File: src/design/rim_params.svh
// Register offsets, field positions, reset values and timing counts of the event logic
`ifndef RIM_PARAMS_SVH
`define RIM_PARAMS_SVH

// Register byte addresses (printed offsets are register indexes)
`define RIM_IDX_FLAGS        4'h0
`define RIM_IDX_CTRL         4'h6
`define RIM_IDX_STATUS       4'h8
`define RIM_ADDR_FLAGS       8'h00
`define RIM_ADDR_CTRL        8'h18
`define RIM_ADDR_STATUS      8'h20

// Flags register fields
`define RIM_FLG_WDOG         7
`define RIM_FLG_ALARM        6
`define RIM_FLG_PLOSS        5
`define RIM_FLG_OSC          4
`define RIM_FLG_BAK          3
`define RIM_FLG_TUNE         2

// Control register fields
`define RIM_CTL_WD_EN        7
`define RIM_CTL_AL_EN        6
`define RIM_CTL_PL_EN        5
`define RIM_CTL_SQE          4
`define RIM_CTL_POL          3
`define RIM_CTL_PULSE        2
`define RIM_CTL_RHI          1
`define RIM_CTL_RLO          0

// Reset values
`define RIM_FLAGS_RST        8'h00
`define RIM_CTRL_RST         8'h08

// Timing: pulse length in ms and clock rate in Hz
`define RIM_PULSE_MS         200
`define RIM_CLK_HZ           20000000
`define RIM_PULSE_CYC        ((`RIM_CLK_HZ / 1000) * `RIM_PULSE_MS)

`endif

File: src/design/rim_pkg.sv
// Types shared by the event and power monitor logic
package rim_pkg;
  typedef enum logic [1:0] {
    RIM_SEL_HIZ  = 2'b00,
    RIM_SEL_IRQ  = 2'b01,
    RIM_SEL_SQW  = 2'b10,
    RIM_SEL_TUNE = 2'b11
  } rim_pin_sel_e;

  typedef enum logic [1:0] {
    RIM_PWR_INIT   = 2'b00,
    RIM_PWR_MAIN   = 2'b01,
    RIM_PWR_BACKUP = 2'b10
  } rim_pwr_state_e;
endpackage

File: src/design/rim_event_monitor.sv
// Event flags, enables, event pin driver and supply monitor with an APB register slave
//
// Our own choice: the APB register port.
`timescale 1ns/100ps
`default_nettype none
`include "rim_params.svh"

// Functional notes
// - Three sources, own flag, own enable
// - Pin asserts only for flagged enabled source
// - Pulse mode drives pin about 200 ms
// - Level mode holds pin until flags read
// - No interrupts while on backup supply
// - Interrupts valid only after recall completes
// - Watchdog enable gates timeout onto pin
// - Alarm enable gates match onto pin
// - Power loss enable gates fail onto pin
// - Square wave overrides; tuning tone overrides it
// - Square wave settings kept nonvolatile
// - Polarity bit picks push-pull high, open-drain low
// - Active high drive only above switch threshold
// - Rate bits choose 1, 512, 4096, 32768 Hz
// - Flags read clears event flags and level pin
// - Flags read ends pulse early
// - Pin priority: tone, square, interrupt, hi-z
// - Power-up flags zero except oscillator flag
// - Supply fall starts store, switches oscillator
// - Backup supply blocks host access, time runs
// - Backup failure flagged, reported next power-up
module rim_event_monitor #(
  parameter int unsigned PULSE_CYC = `RIM_PULSE_CYC
) (
  input  wire logic                pclk,
  input  wire logic                presetn,
  input  wire logic                psel,
  input  wire logic                penable,
  input  wire logic                pwrite,
  input  wire logic [7:0]          paddr,
  input  wire logic [31:0]         pwdata,
  output logic      [31:0]         prdata,
  output logic                     pready,
  output logic                     pslverr,
  input  wire logic                watchdog_timeout,
  input  wire logic                alarm_match,
  input  wire logic                osc_stopped,
  input  wire logic                recall_done,
  input  wire logic                vcc_above_switch,
  input  wire logic                backup_above_fail,
  input  wire logic                osc_1hz,
  input  wire logic                osc_512hz,
  input  wire logic                osc_4096hz,
  input  wire logic                osc_32768hz,
  input  wire logic [2:0]          nv_square_cfg,
  output logic [2:0]               nv_square_cfg_wr,
  output logic                     nv_square_cfg_we,
  output logic                     store_start,
  output logic                     osc_on_backup,
  output logic                     host_access_block,
  output logic                     event_pin_o,
  output logic                     event_pin_oe_n
);
  import rim_pkg::*;

  // Register map seen from the bus
  //   0x00 flags: sticky event bits, cleared by a read
  //   0x18 control: enables, pin mode, square wave setup
  //   0x20 status: supply state, live pin request, backup fault
  // Upper read data bits always return zero
  // Writes to the flags word only touch the tuning tone bit
  // Refused accesses answer with an error and change nothing
  // Refusal covers unmapped addresses and any time off main supply

  // Bus timing
  //   Setup cycle is decoded, answer registered for the access cycle
  //   No wait states, so back-to-back transfers are fine
  //   Read data is latched from setup; clear happens at access edge
  //   A read therefore returns flags as they stood before the clear

  // Event path timing
  //   Two flops of synchronisation on every source pin
  //   The rising edge detector adds no cycle; it compares with the previous value
  //   Flag and pulse timer load on that edge
  //   Pin flop follows one cycle later
  //   Events shorter than one clock may be missed by design
  //   Sources are expected to be slow compared to this clock

  // Flag behaviour
  //   Source flags are sticky until a successful flags read
  //   A set in the same cycle as the clearing read wins
  //   The host sees that late event on its next read
  //   Oscillator flag simply mirrors its synchronised input
  //   Backup fault flag is copied in only on main supply
  //   So a fault seen on backup shows up after power returns

  // Pin behaviour
  //   Priority: tuning tone, square wave, interrupt, released
  //   Active high mode drives push-pull, only with main supply good
  //   Active low mode only ever pulls low, else released
  //   Released pin relies on the board pull-up for its level
  //   Pulse mode restarts the timer on each enabled event
  //   Level mode follows flag and enable directly
  //   Clearing an enable in level mode drops the pin at once

  // Supply handling
  //   Start in init; main needs recall done and supply good
  //   Supply fall on main moves to backup and asks for a store
  //   Oscillator switch and host block follow the next state
  //   Supply return goes back through init, so recall is rechecked
  //   No events are taken and the pin is released off main

  // Nonvolatile square wave settings
  //   Loaded once, on the first clock after reset
  //   Every accepted control write is echoed to the store port
  //   Only the square wave enable and rate bits are sent
  //   Pin sources are all ignored until the load is done

  // Limitations
  //   Pulse length is a cycle count, so it tracks the clock rate
  //   Square wave taps are resampled, adding a little jitter
  //   At the fastest rate jitter is a fair share of a period
  //   The status word is a local aid, not part of the device map

  // Two-stage synchronisers for all asynchronous inputs
  // Backup good bit resets high so a start-up zero is not a fault
  logic [9:0] sync1_q;
  logic [9:0] sync2_q;
  logic [9:0] async_in;
  assign async_in = {watchdog_timeout, alarm_match, osc_stopped, recall_done,
                     vcc_above_switch, backup_above_fail, osc_1hz, osc_512hz,
                     osc_4096hz, osc_32768hz};
  always_ff @(posedge pclk or negedge presetn) begin
    if (!presetn) begin
      sync1_q <= 10'h010;
      sync2_q <= 10'h010;
    end else begin
      sync1_q <= async_in;
      sync2_q <= sync1_q;
    end
  end

  wire wd_s    = sync2_q[9];
  wire al_s    = sync2_q[8];
  wire osc_s   = sync2_q[7];
  wire rcl_s   = sync2_q[6];
  wire vcc_s   = sync2_q[5];
  wire bak_s   = sync2_q[4];
  wire sq1_s   = sync2_q[3];
  wire sq512_s = sync2_q[2];
  wire sq4k_s  = sync2_q[1];
  wire sq32k_s = sync2_q[0];

  // Edge detection on the synchronised event sources
  logic wd_prev_q;
  logic al_prev_q;
  logic vcc_prev_q;
  always_ff @(posedge pclk or negedge presetn) begin
    if (!presetn) begin
      wd_prev_q  <= 1'b0;
      al_prev_q  <= 1'b0;
      vcc_prev_q <= 1'b0;
    end else begin
      wd_prev_q  <= wd_s;
      al_prev_q  <= al_s;
      vcc_prev_q <= vcc_s;
    end
  end

  // Supply state: init until recall done and supply good
  rim_pwr_state_e pwr_q;
  rim_pwr_state_e pwr_d;
  wire vcc_fall = vcc_prev_q && !vcc_s;
  always_comb begin
    pwr_d = pwr_q;
    case (pwr_q)
      RIM_PWR_INIT: begin
        if (rcl_s && vcc_s) begin
          pwr_d = RIM_PWR_MAIN;
        end
      end
      RIM_PWR_MAIN: begin
        if (vcc_fall) begin
          pwr_d = RIM_PWR_BACKUP;
        end
      end
      RIM_PWR_BACKUP: begin
        if (vcc_s) begin
          pwr_d = RIM_PWR_INIT;
        end
      end
      default: pwr_d = RIM_PWR_INIT;
    endcase
  end
  always_ff @(posedge pclk or negedge presetn) begin
    if (!presetn) pwr_q <= RIM_PWR_INIT;
    else          pwr_q <= pwr_d;
  end
  wire on_main = (pwr_q == RIM_PWR_MAIN);

  // Events only count on main supply after recall
  wire ev_wd = wd_s && !wd_prev_q && on_main;
  wire ev_al = al_s && !al_prev_q && on_main;
  wire ev_pl = on_main && vcc_fall;

  // APB decode; slave answers with no wait state
  wire acc      = psel && penable;
  wire hit_flg  = (paddr == `RIM_ADDR_FLAGS);
  wire hit_ctl  = (paddr == `RIM_ADDR_CTRL);
  wire hit_sts  = (paddr == `RIM_ADDR_STATUS);
  wire mapped   = hit_flg || hit_ctl || hit_sts;
  // Host blocked while on backup; the access errors instead
  wire blocked  = !on_main;
  wire bad      = !mapped || blocked;
  wire rd_flags = acc && !pwrite && hit_flg && !blocked;
  wire wr_ctl   = acc && pwrite && hit_ctl && !blocked;
  wire wr_flg   = acc && pwrite && hit_flg && !blocked;

  // Control register; square wave fields mirror nonvolatile storage
  logic [7:0] ctl_q;
  logic       nv_loaded_q;
  always_ff @(posedge pclk or negedge presetn) begin
    if (!presetn) begin
      ctl_q       <= `RIM_CTRL_RST;
      nv_loaded_q <= 1'b0;
    end else if (!nv_loaded_q) begin
      ctl_q[`RIM_CTL_SQE:`RIM_CTL_SQE] <= nv_square_cfg[2:2];
      ctl_q[`RIM_CTL_RHI:`RIM_CTL_RLO] <= nv_square_cfg[1:0];
      nv_loaded_q <= 1'b1;
    end else if (wr_ctl) begin
      ctl_q <= pwdata[7:0];
    end
  end

  // Write-through to nonvolatile store on control writes
  always_ff @(posedge pclk or negedge presetn) begin
    if (!presetn) begin
      nv_square_cfg_wr <= 3'h0;
      nv_square_cfg_we <= 1'b0;
    end else begin
      nv_square_cfg_we <= wr_ctl && nv_loaded_q;
      nv_square_cfg_wr <= {pwdata[`RIM_CTL_SQE], pwdata[`RIM_CTL_RHI], pwdata[`RIM_CTL_RLO]};
    end
  end

  // Flags: set wins over read clear so no event is lost
  logic [7:0] flg_q;
  logic       bak_fail_q;
  always_ff @(posedge pclk or negedge presetn) begin
    if (!presetn) begin
      flg_q <= `RIM_FLAGS_RST;
    end else begin
      flg_q[`RIM_FLG_WDOG]  <= ev_wd || (flg_q[`RIM_FLG_WDOG] && !rd_flags);
      flg_q[`RIM_FLG_ALARM] <= ev_al || (flg_q[`RIM_FLG_ALARM] && !rd_flags);
      flg_q[`RIM_FLG_PLOSS] <= ev_pl || (flg_q[`RIM_FLG_PLOSS] && !rd_flags);
      flg_q[`RIM_FLG_OSC]   <= osc_s;
      flg_q[`RIM_FLG_BAK]   <= on_main ? bak_fail_q : flg_q[`RIM_FLG_BAK];
      flg_q[`RIM_FLG_TUNE]  <= wr_flg ? pwdata[`RIM_FLG_TUNE] : flg_q[`RIM_FLG_TUNE];
      flg_q[1:0]            <= 2'b00;
    end
  end

  // Backup supply watched in every state; sticky until reported
  always_ff @(posedge pclk or negedge presetn) begin
    if (!presetn) begin
      bak_fail_q <= 1'b0;
    end else if (!bak_s) begin
      bak_fail_q <= 1'b1;
    end else if (rd_flags) begin
      bak_fail_q <= 1'b0;
    end
  end

  // Enabled, pending interrupt
  wire [2:0] pend = {flg_q[`RIM_FLG_WDOG]  && ctl_q[`RIM_CTL_WD_EN],
                     flg_q[`RIM_FLG_ALARM] && ctl_q[`RIM_CTL_AL_EN],
                     flg_q[`RIM_FLG_PLOSS] && ctl_q[`RIM_CTL_PL_EN]};
  wire irq_new  = |({ev_wd, ev_al, ev_pl} & {ctl_q[`RIM_CTL_WD_EN], ctl_q[`RIM_CTL_AL_EN],
                    ctl_q[`RIM_CTL_PL_EN]});

  // Pulse timer: restarted per enabled event, cut short by a read
  logic [31:0] pulse_cnt_q;
  always_ff @(posedge pclk or negedge presetn) begin
    if (!presetn) begin
      pulse_cnt_q <= 32'h0;
    end else if (irq_new) begin
      pulse_cnt_q <= PULSE_CYC;
    end else if (rd_flags || !on_main) begin
      pulse_cnt_q <= 32'h0;
    end else if (pulse_cnt_q != 32'h0) begin
      pulse_cnt_q <= pulse_cnt_q - 32'h1;
    end
  end

  // Interrupt active: pulse timer in pulse mode, pending flags in level mode
  wire irq_act = on_main && (ctl_q[`RIM_CTL_PULSE] ? (pulse_cnt_q != 32'h0)
                                                   : (|pend));

  // Square wave rate select
  logic sq_wave;
  always_comb begin
    case (ctl_q[`RIM_CTL_RHI:`RIM_CTL_RLO])
      2'b00:   sq_wave = sq1_s;
      2'b01:   sq_wave = sq512_s;
      2'b10:   sq_wave = sq4k_s;
      default: sq_wave = sq32k_s;
    endcase
  end

  // Pin source by priority; nothing is driven off main supply
  rim_pin_sel_e sel;
  always_comb begin
    if (!on_main)                        sel = RIM_SEL_HIZ;
    else if (flg_q[`RIM_FLG_TUNE])       sel = RIM_SEL_TUNE;
    else if (ctl_q[`RIM_CTL_SQE])        sel = RIM_SEL_SQW;
    else if (ctl_q[`RIM_CTL_WD_EN] || ctl_q[`RIM_CTL_AL_EN] || ctl_q[`RIM_CTL_PL_EN])
                                         sel = RIM_SEL_IRQ;
    else                                 sel = RIM_SEL_HIZ;
  end

  // Active level of the selected source before polarity
  logic act;
  always_comb begin
    case (sel)
      RIM_SEL_TUNE: act = sq512_s;
      RIM_SEL_SQW:  act = sq_wave;
      RIM_SEL_IRQ:  act = irq_act;
      default:      act = 1'b0;
    endcase
  end

  // Pin driver: push-pull high, or open-drain pulling low only
  wire pol_hi   = ctl_q[`RIM_CTL_POL];
  wire drv_en   = (sel != RIM_SEL_HIZ) && (pol_hi ? vcc_s : act);
  wire drv_val  = pol_hi ? act : 1'b0;
  always_ff @(posedge pclk or negedge presetn) begin
    if (!presetn) begin
      event_pin_o    <= 1'b0;
      event_pin_oe_n <= 1'b1;
    end else begin
      event_pin_o    <= drv_val;
      event_pin_oe_n <= !drv_en;
    end
  end

  // Store request and oscillator switch on supply fall
  always_ff @(posedge pclk or negedge presetn) begin
    if (!presetn) begin
      store_start       <= 1'b0;
      osc_on_backup     <= 1'b0;
      host_access_block <= 1'b1;
    end else begin
      store_start       <= on_main && vcc_fall;
      osc_on_backup     <= (pwr_d == RIM_PWR_BACKUP);
      host_access_block <= (pwr_d != RIM_PWR_MAIN);
    end
  end

  // APB read mux and response
  wire [7:0] sts = {5'h00, bak_fail_q, irq_act, on_main};
  wire [7:0] rd_mux = hit_flg ? flg_q : hit_ctl ? ctl_q : hit_sts ? sts : 8'h00;
  always_ff @(posedge pclk or negedge presetn) begin
    if (!presetn) begin
      prdata  <= 32'h0;
      pready  <= 1'b0;
      pslverr <= 1'b0;
    end else begin
      pready  <= psel && !penable;
      pslverr <= psel && !penable && bad;
      prdata  <= (psel && !penable && !pwrite && !bad) ? {24'h0, rd_mux} : 32'h0;
    end
  end
endmodule
`default_nettype wire

File: config.mk
export PLATFORM = sky130hd
export DESIGN_NAME = rim_event_monitor
export DESIGN_NICKNAME = d
export VERILOG_FILES = /design/src/design/rim_pkg.sv /design/src/design/rim_event_monitor.sv
export VERILOG_INCLUDE_DIRS = /design/src /design/src/design
export SDC_FILE = /design/constraint.sdc
export NUM_CORES = 1
export LEC_CHECK = 0
export ABC_AREA = 1
export BUFFER_PORTS_ARGS = -buffer_cell sky130_fd_sc_hd__buf_2
export CAP_MARGIN = 15
export CORE_MARGIN = 4
export CORE_UTILIZATION = 49
export CTS_CLUSTER_SIZE = 30
export DETAILED_ROUTE_END_ITERATION = 7
export PLACE_DENSITY = 0.74
export SYNTH_ARGS = -nofsm -noshare
export SYNTH_HDL_FRONTEND = slang
export SYNTH_SLANG_ARGS = --single-unit
File: constraint.sdc
create_clock -name pclk -period 1.85 [get_ports pclk]
set_clock_uncertainty 0.05 [all_clocks]
set_input_delay 0.185 -clock pclk [delete_from_list [all_inputs] [get_ports pclk]]
set_output_delay 0.185 -clock pclk [all_outputs]
set_load 0.05 [all_outputs]
==> flow_metrics.py <==
metrics = {
    "synth": {
        "synth_ff_type": "dfrtp_1",
        "async_reset_ff_share_pct": 100,
        "synth_cell_types": 41,
        "ys_seq_elements": 92,
        "synth_edf_count": 0,
        "synth_area_mm2": 0.00463,
        "ys.warnings.count": 0,
        "avgSynthCellArea_um2": 8.38,
        "yosysSeqAreaShare_pct": 49.8,
        "syn-instance-count": 553,
    },
    "critical_path": {
        "regToRegStartpoint": "pulse_cnt_q[1]",
        "crit_family": "simple AND/OR/NAND/NOR gates",
        "cp-startpoint": "pulse_cnt_q[1]",
        "crit_path_max_fanout": 8,
        "cp-start-kind": "flip-flop",
        "endpoint": "pulse_cnt_q[15]",
        "crit_type": "reg -> reg",
        "cp.buffers_inverters": 2,
        "r2r_cells": 10,
        "slowest_delay_ps": 410,
        "crit_cells": 10,
        "regToRegSetupSlack_ps": 80,
        "crit_chain": "inv_1 > ha_4 > nand2_2 > nor2_8 > nand2_4 > nor2_8 > buf_4 > nor2_1 > nor2_1 > nor3b_2",
        "r2r-end": "pulse_cnt_q[15]",
        "arrival_ps": 1990,
        "cp.required_ps": 2070,
        "crit_path_end_kind": "flip-flop",
        "crit_path_top_delay_cell": "dfrtp_1",
    },
    "timing": {
        "rsz0062_at_grt": "yes",
        "whs_ps": 3.63,
        "drv_slew": 0,
        "finalSetupViolations": 0,
        "slew-limit-headroom_pct": 64.2,
        "hold_viol": 0,
        "fin_crit_sh_pct": 95.7,
        "tightest_slew_ps": 537,
        "timing.fmax_ghz": 0.565,
        "period_needed_ps": 1770,
    },
    "cts": {
        "clock_path_buffers": 2,
        "clock-root-buffer": "clkbuf_8",
        "clock-sinks": 92,
        "clk_latency_ps": 370,
        "cts_tree": "yes",
        "cts_buffers": 9,
        "clk_pin_slew_worst_paths_ps": 100,
        "htreeDepth": 3,
    },
    "drt": {
        "drt_first_pass_iters": 5,
        "drtAntennaViolNets": 0,
        "remaining_drc_errors": 0,
        "routed_wl_um": 10800,
        "route.met3.wl_um": 782,
        "drt-initial-drc-count": 253,
        "m1WireLength_um": 4400,
        "vias": 3974,
        "maxUsedRoutingLayer": "met4",
        "routed_via_density": 4.92,
        "wl_met2_um": 5220,
        "wl_per_cell_um": 13.3,
    },
    "global_route": {
        "grt_usage_pct": 20.3,
        "antenna_found_initial": 0,
        "grt_pass1_vias": 3801,
        "grt_max_degree": 42,
        "overflow": 0,
        "grt_pass1_wl_um": 18000,
    },
    "floorplan": {
        "die_h_um": 105,
        "core_mm2": 0.00924,
        "row_count": 35,
        "initial_core_util_pct": 50.1,
        "die_area_mm2": 0.0111,
        "ios": 101,
        "die_w_um": 105,
    },
    "power_and_ir_drop": {
        "ir_drop_v": 0.000627,
        "power_per_cell_area_mw_per_mm2": 1230,
        "power_mw": 7.12,
        "p_leak_nw": 2.99,
    },
    "job": {
        "max_cap_violations": 0,
    },
    "cells_and_area": {
        "drive_gt1_share_pct": 26.7,
        "design_area_mm2": 0.00578,
        "areaGrowthSynthToFinish_pct": 24.8,
        "nets": 733,
        "diodes": 0,
    },
    "placement": {
        "io_buffers": 52,
        "place_area_mm2": 0.00525,
        "place.gp.congestion": 0.958,
        "dp_hpwl_um": 7880,
    },
    "status": {
        "status": "finished clean",
    },
    "hold_path": {
        "hold_path.class": "in -> reg",
    },
}
==> synthesized netlist by cell type, types with 2 or more instances <==
cell        n  area, um^2
nand3_1    37         185
nor2_1     86         323
nor3_2      7        70.1
o211ai_1    4        30.0
conb_1      2        7.51
buf_4      25         188
o21ai_1     2        10.0
nand4_1    14        87.6
o21ai_0    23         115
dfstp_2     5         131
nand3b_1    3        22.5
buf_6       2        22.5
nor2_2      7        43.8
nand2_2     4        25.0
inv_2       5        18.8
o31ai_1     3        22.5
nor2_4      4        45.0
nand2_1   109         409
nor2_8      3        60.1
xor2_1      4        35.0
nand2_4     2        22.5
inv_1      70         263
nor3_1      7        35.0
o21bai_1    5        37.5
a21oi_1    18        90.1
dfrtp_1    87        2180
==> how the worst min path moves through the flow <==
| stage | startpoint | endpoint | slack [ps] | cells after the start |
|---|---|---|---|---|
| 4_1_cts | psel | pready | 5 | 3 |
| 5_1_grt | psel | pready | 20 | 3 |
| 3_3_place_gp | presetn | pslverr | 150 | 1 |
| 2_1_floorplan | presetn | al_prev_q | -160 | 0 |
| 6_report | pwdata[7] | ctl_q[7] | 4 | 3 |
| 3_5_place_dp | presetn | pready | 160 | 1 |
==> per-stage QoR <==
step	setup slack [ps]	utilization (%)	cells	TNS, ps
floorplan	161	-	576	0
detailed placement	-20.8	56.9	769	-51.7
CTS	14.4	61.7	807	0
global route	-51.9	62.6	808	-140
finish	79.0	62.6	808	0
global placement	47.2	56.9	769	0
==> layout by cell type, fill, tap and decap left out, drive strengths merged, types with 2 or more instances in the layout <==
cell type and count:
a21oi 18, buf 93, clkbuf 9, clkinv 2
conb 25, dfrtp 87, dfstp 5, dlygate4sd3 22
inv 79, nand2 116, nand3 38, nand3b 3
nand4 15, nor2 100, nor3 15, o211ai 4
o21ai 25, o21bai 5, o31ai 3, xor2 4
==> per-layer routing <==
metal	global-route usage [%]	vias to the layer above
met1	26.5	1835
li1	-	1956
met4	9.37	0
met3	3.49	34
met2	33.1	149
met5	0	-
==> timing repair <==
action,in CTS,in global routing
gates resized for setup,2,28
setup endpoints to repair,9,31
hold endpoints to repair,60,0
pin swaps,0,5
setup buffers,0,1
hold buffers,22,0
==> power by group <==
group | internal, mW | switching, mW
combinational | 1.17 | 1.99
sequential | 2.24 | 0.243
clock | 0.671 | 0.808
==> worst min-delay path, delay by kind of cell <==
kind            cells  cell delay [ps]
compound gates      1               70
buf+inv             1               70
simple gates        1               50
==> layout make-up <==
cell class | count | area [um^2]
flip-flops and latches | 92 | 2310
inverters | 75 | 282
well taps | 129 | 161
repair buffers | 115 | 816
multi-input cells | 381 | 1990
fillers | 757 | 3460
clock buffers | 9 | 124
clock inverters | 7 | 97.6
==> cells by family after synthesis <==
group / count (synthesis) / synth area share [%]
other cells: 2 / 0.162
fa+ha+maj: 1 / 0.270
compound gates: 59 / 7.26
simple gates: 291 / 30.8
flops: 92 / 49.8
buf+inv: 103 / 10.7
xor+xnor: 5 / 0.945
==> state kept, by name (all words and copies together), names as in the netlist <==
register / flops
al_prev_q: 1
bak_fail_q: 1
ctl_q: 8
event_pin_o: 1
event_pin_oe_n: 1
flg_q: 6
host_access_block: 1
nv_loaded_q: 1
nv_square_cfg_we: 1
nv_square_cfg_wr: 3
osc_on_backup: 1
prdata: 8
pready: 1
pslverr: 1
pulse_cnt_q: 32
pwr_q: 2
store_start: 1
sync1_q: 10
sync2_q: 10
vcc_prev_q: 1
wd_prev_q: 1
Note: power is estimated with default switching activity, not from simulation.
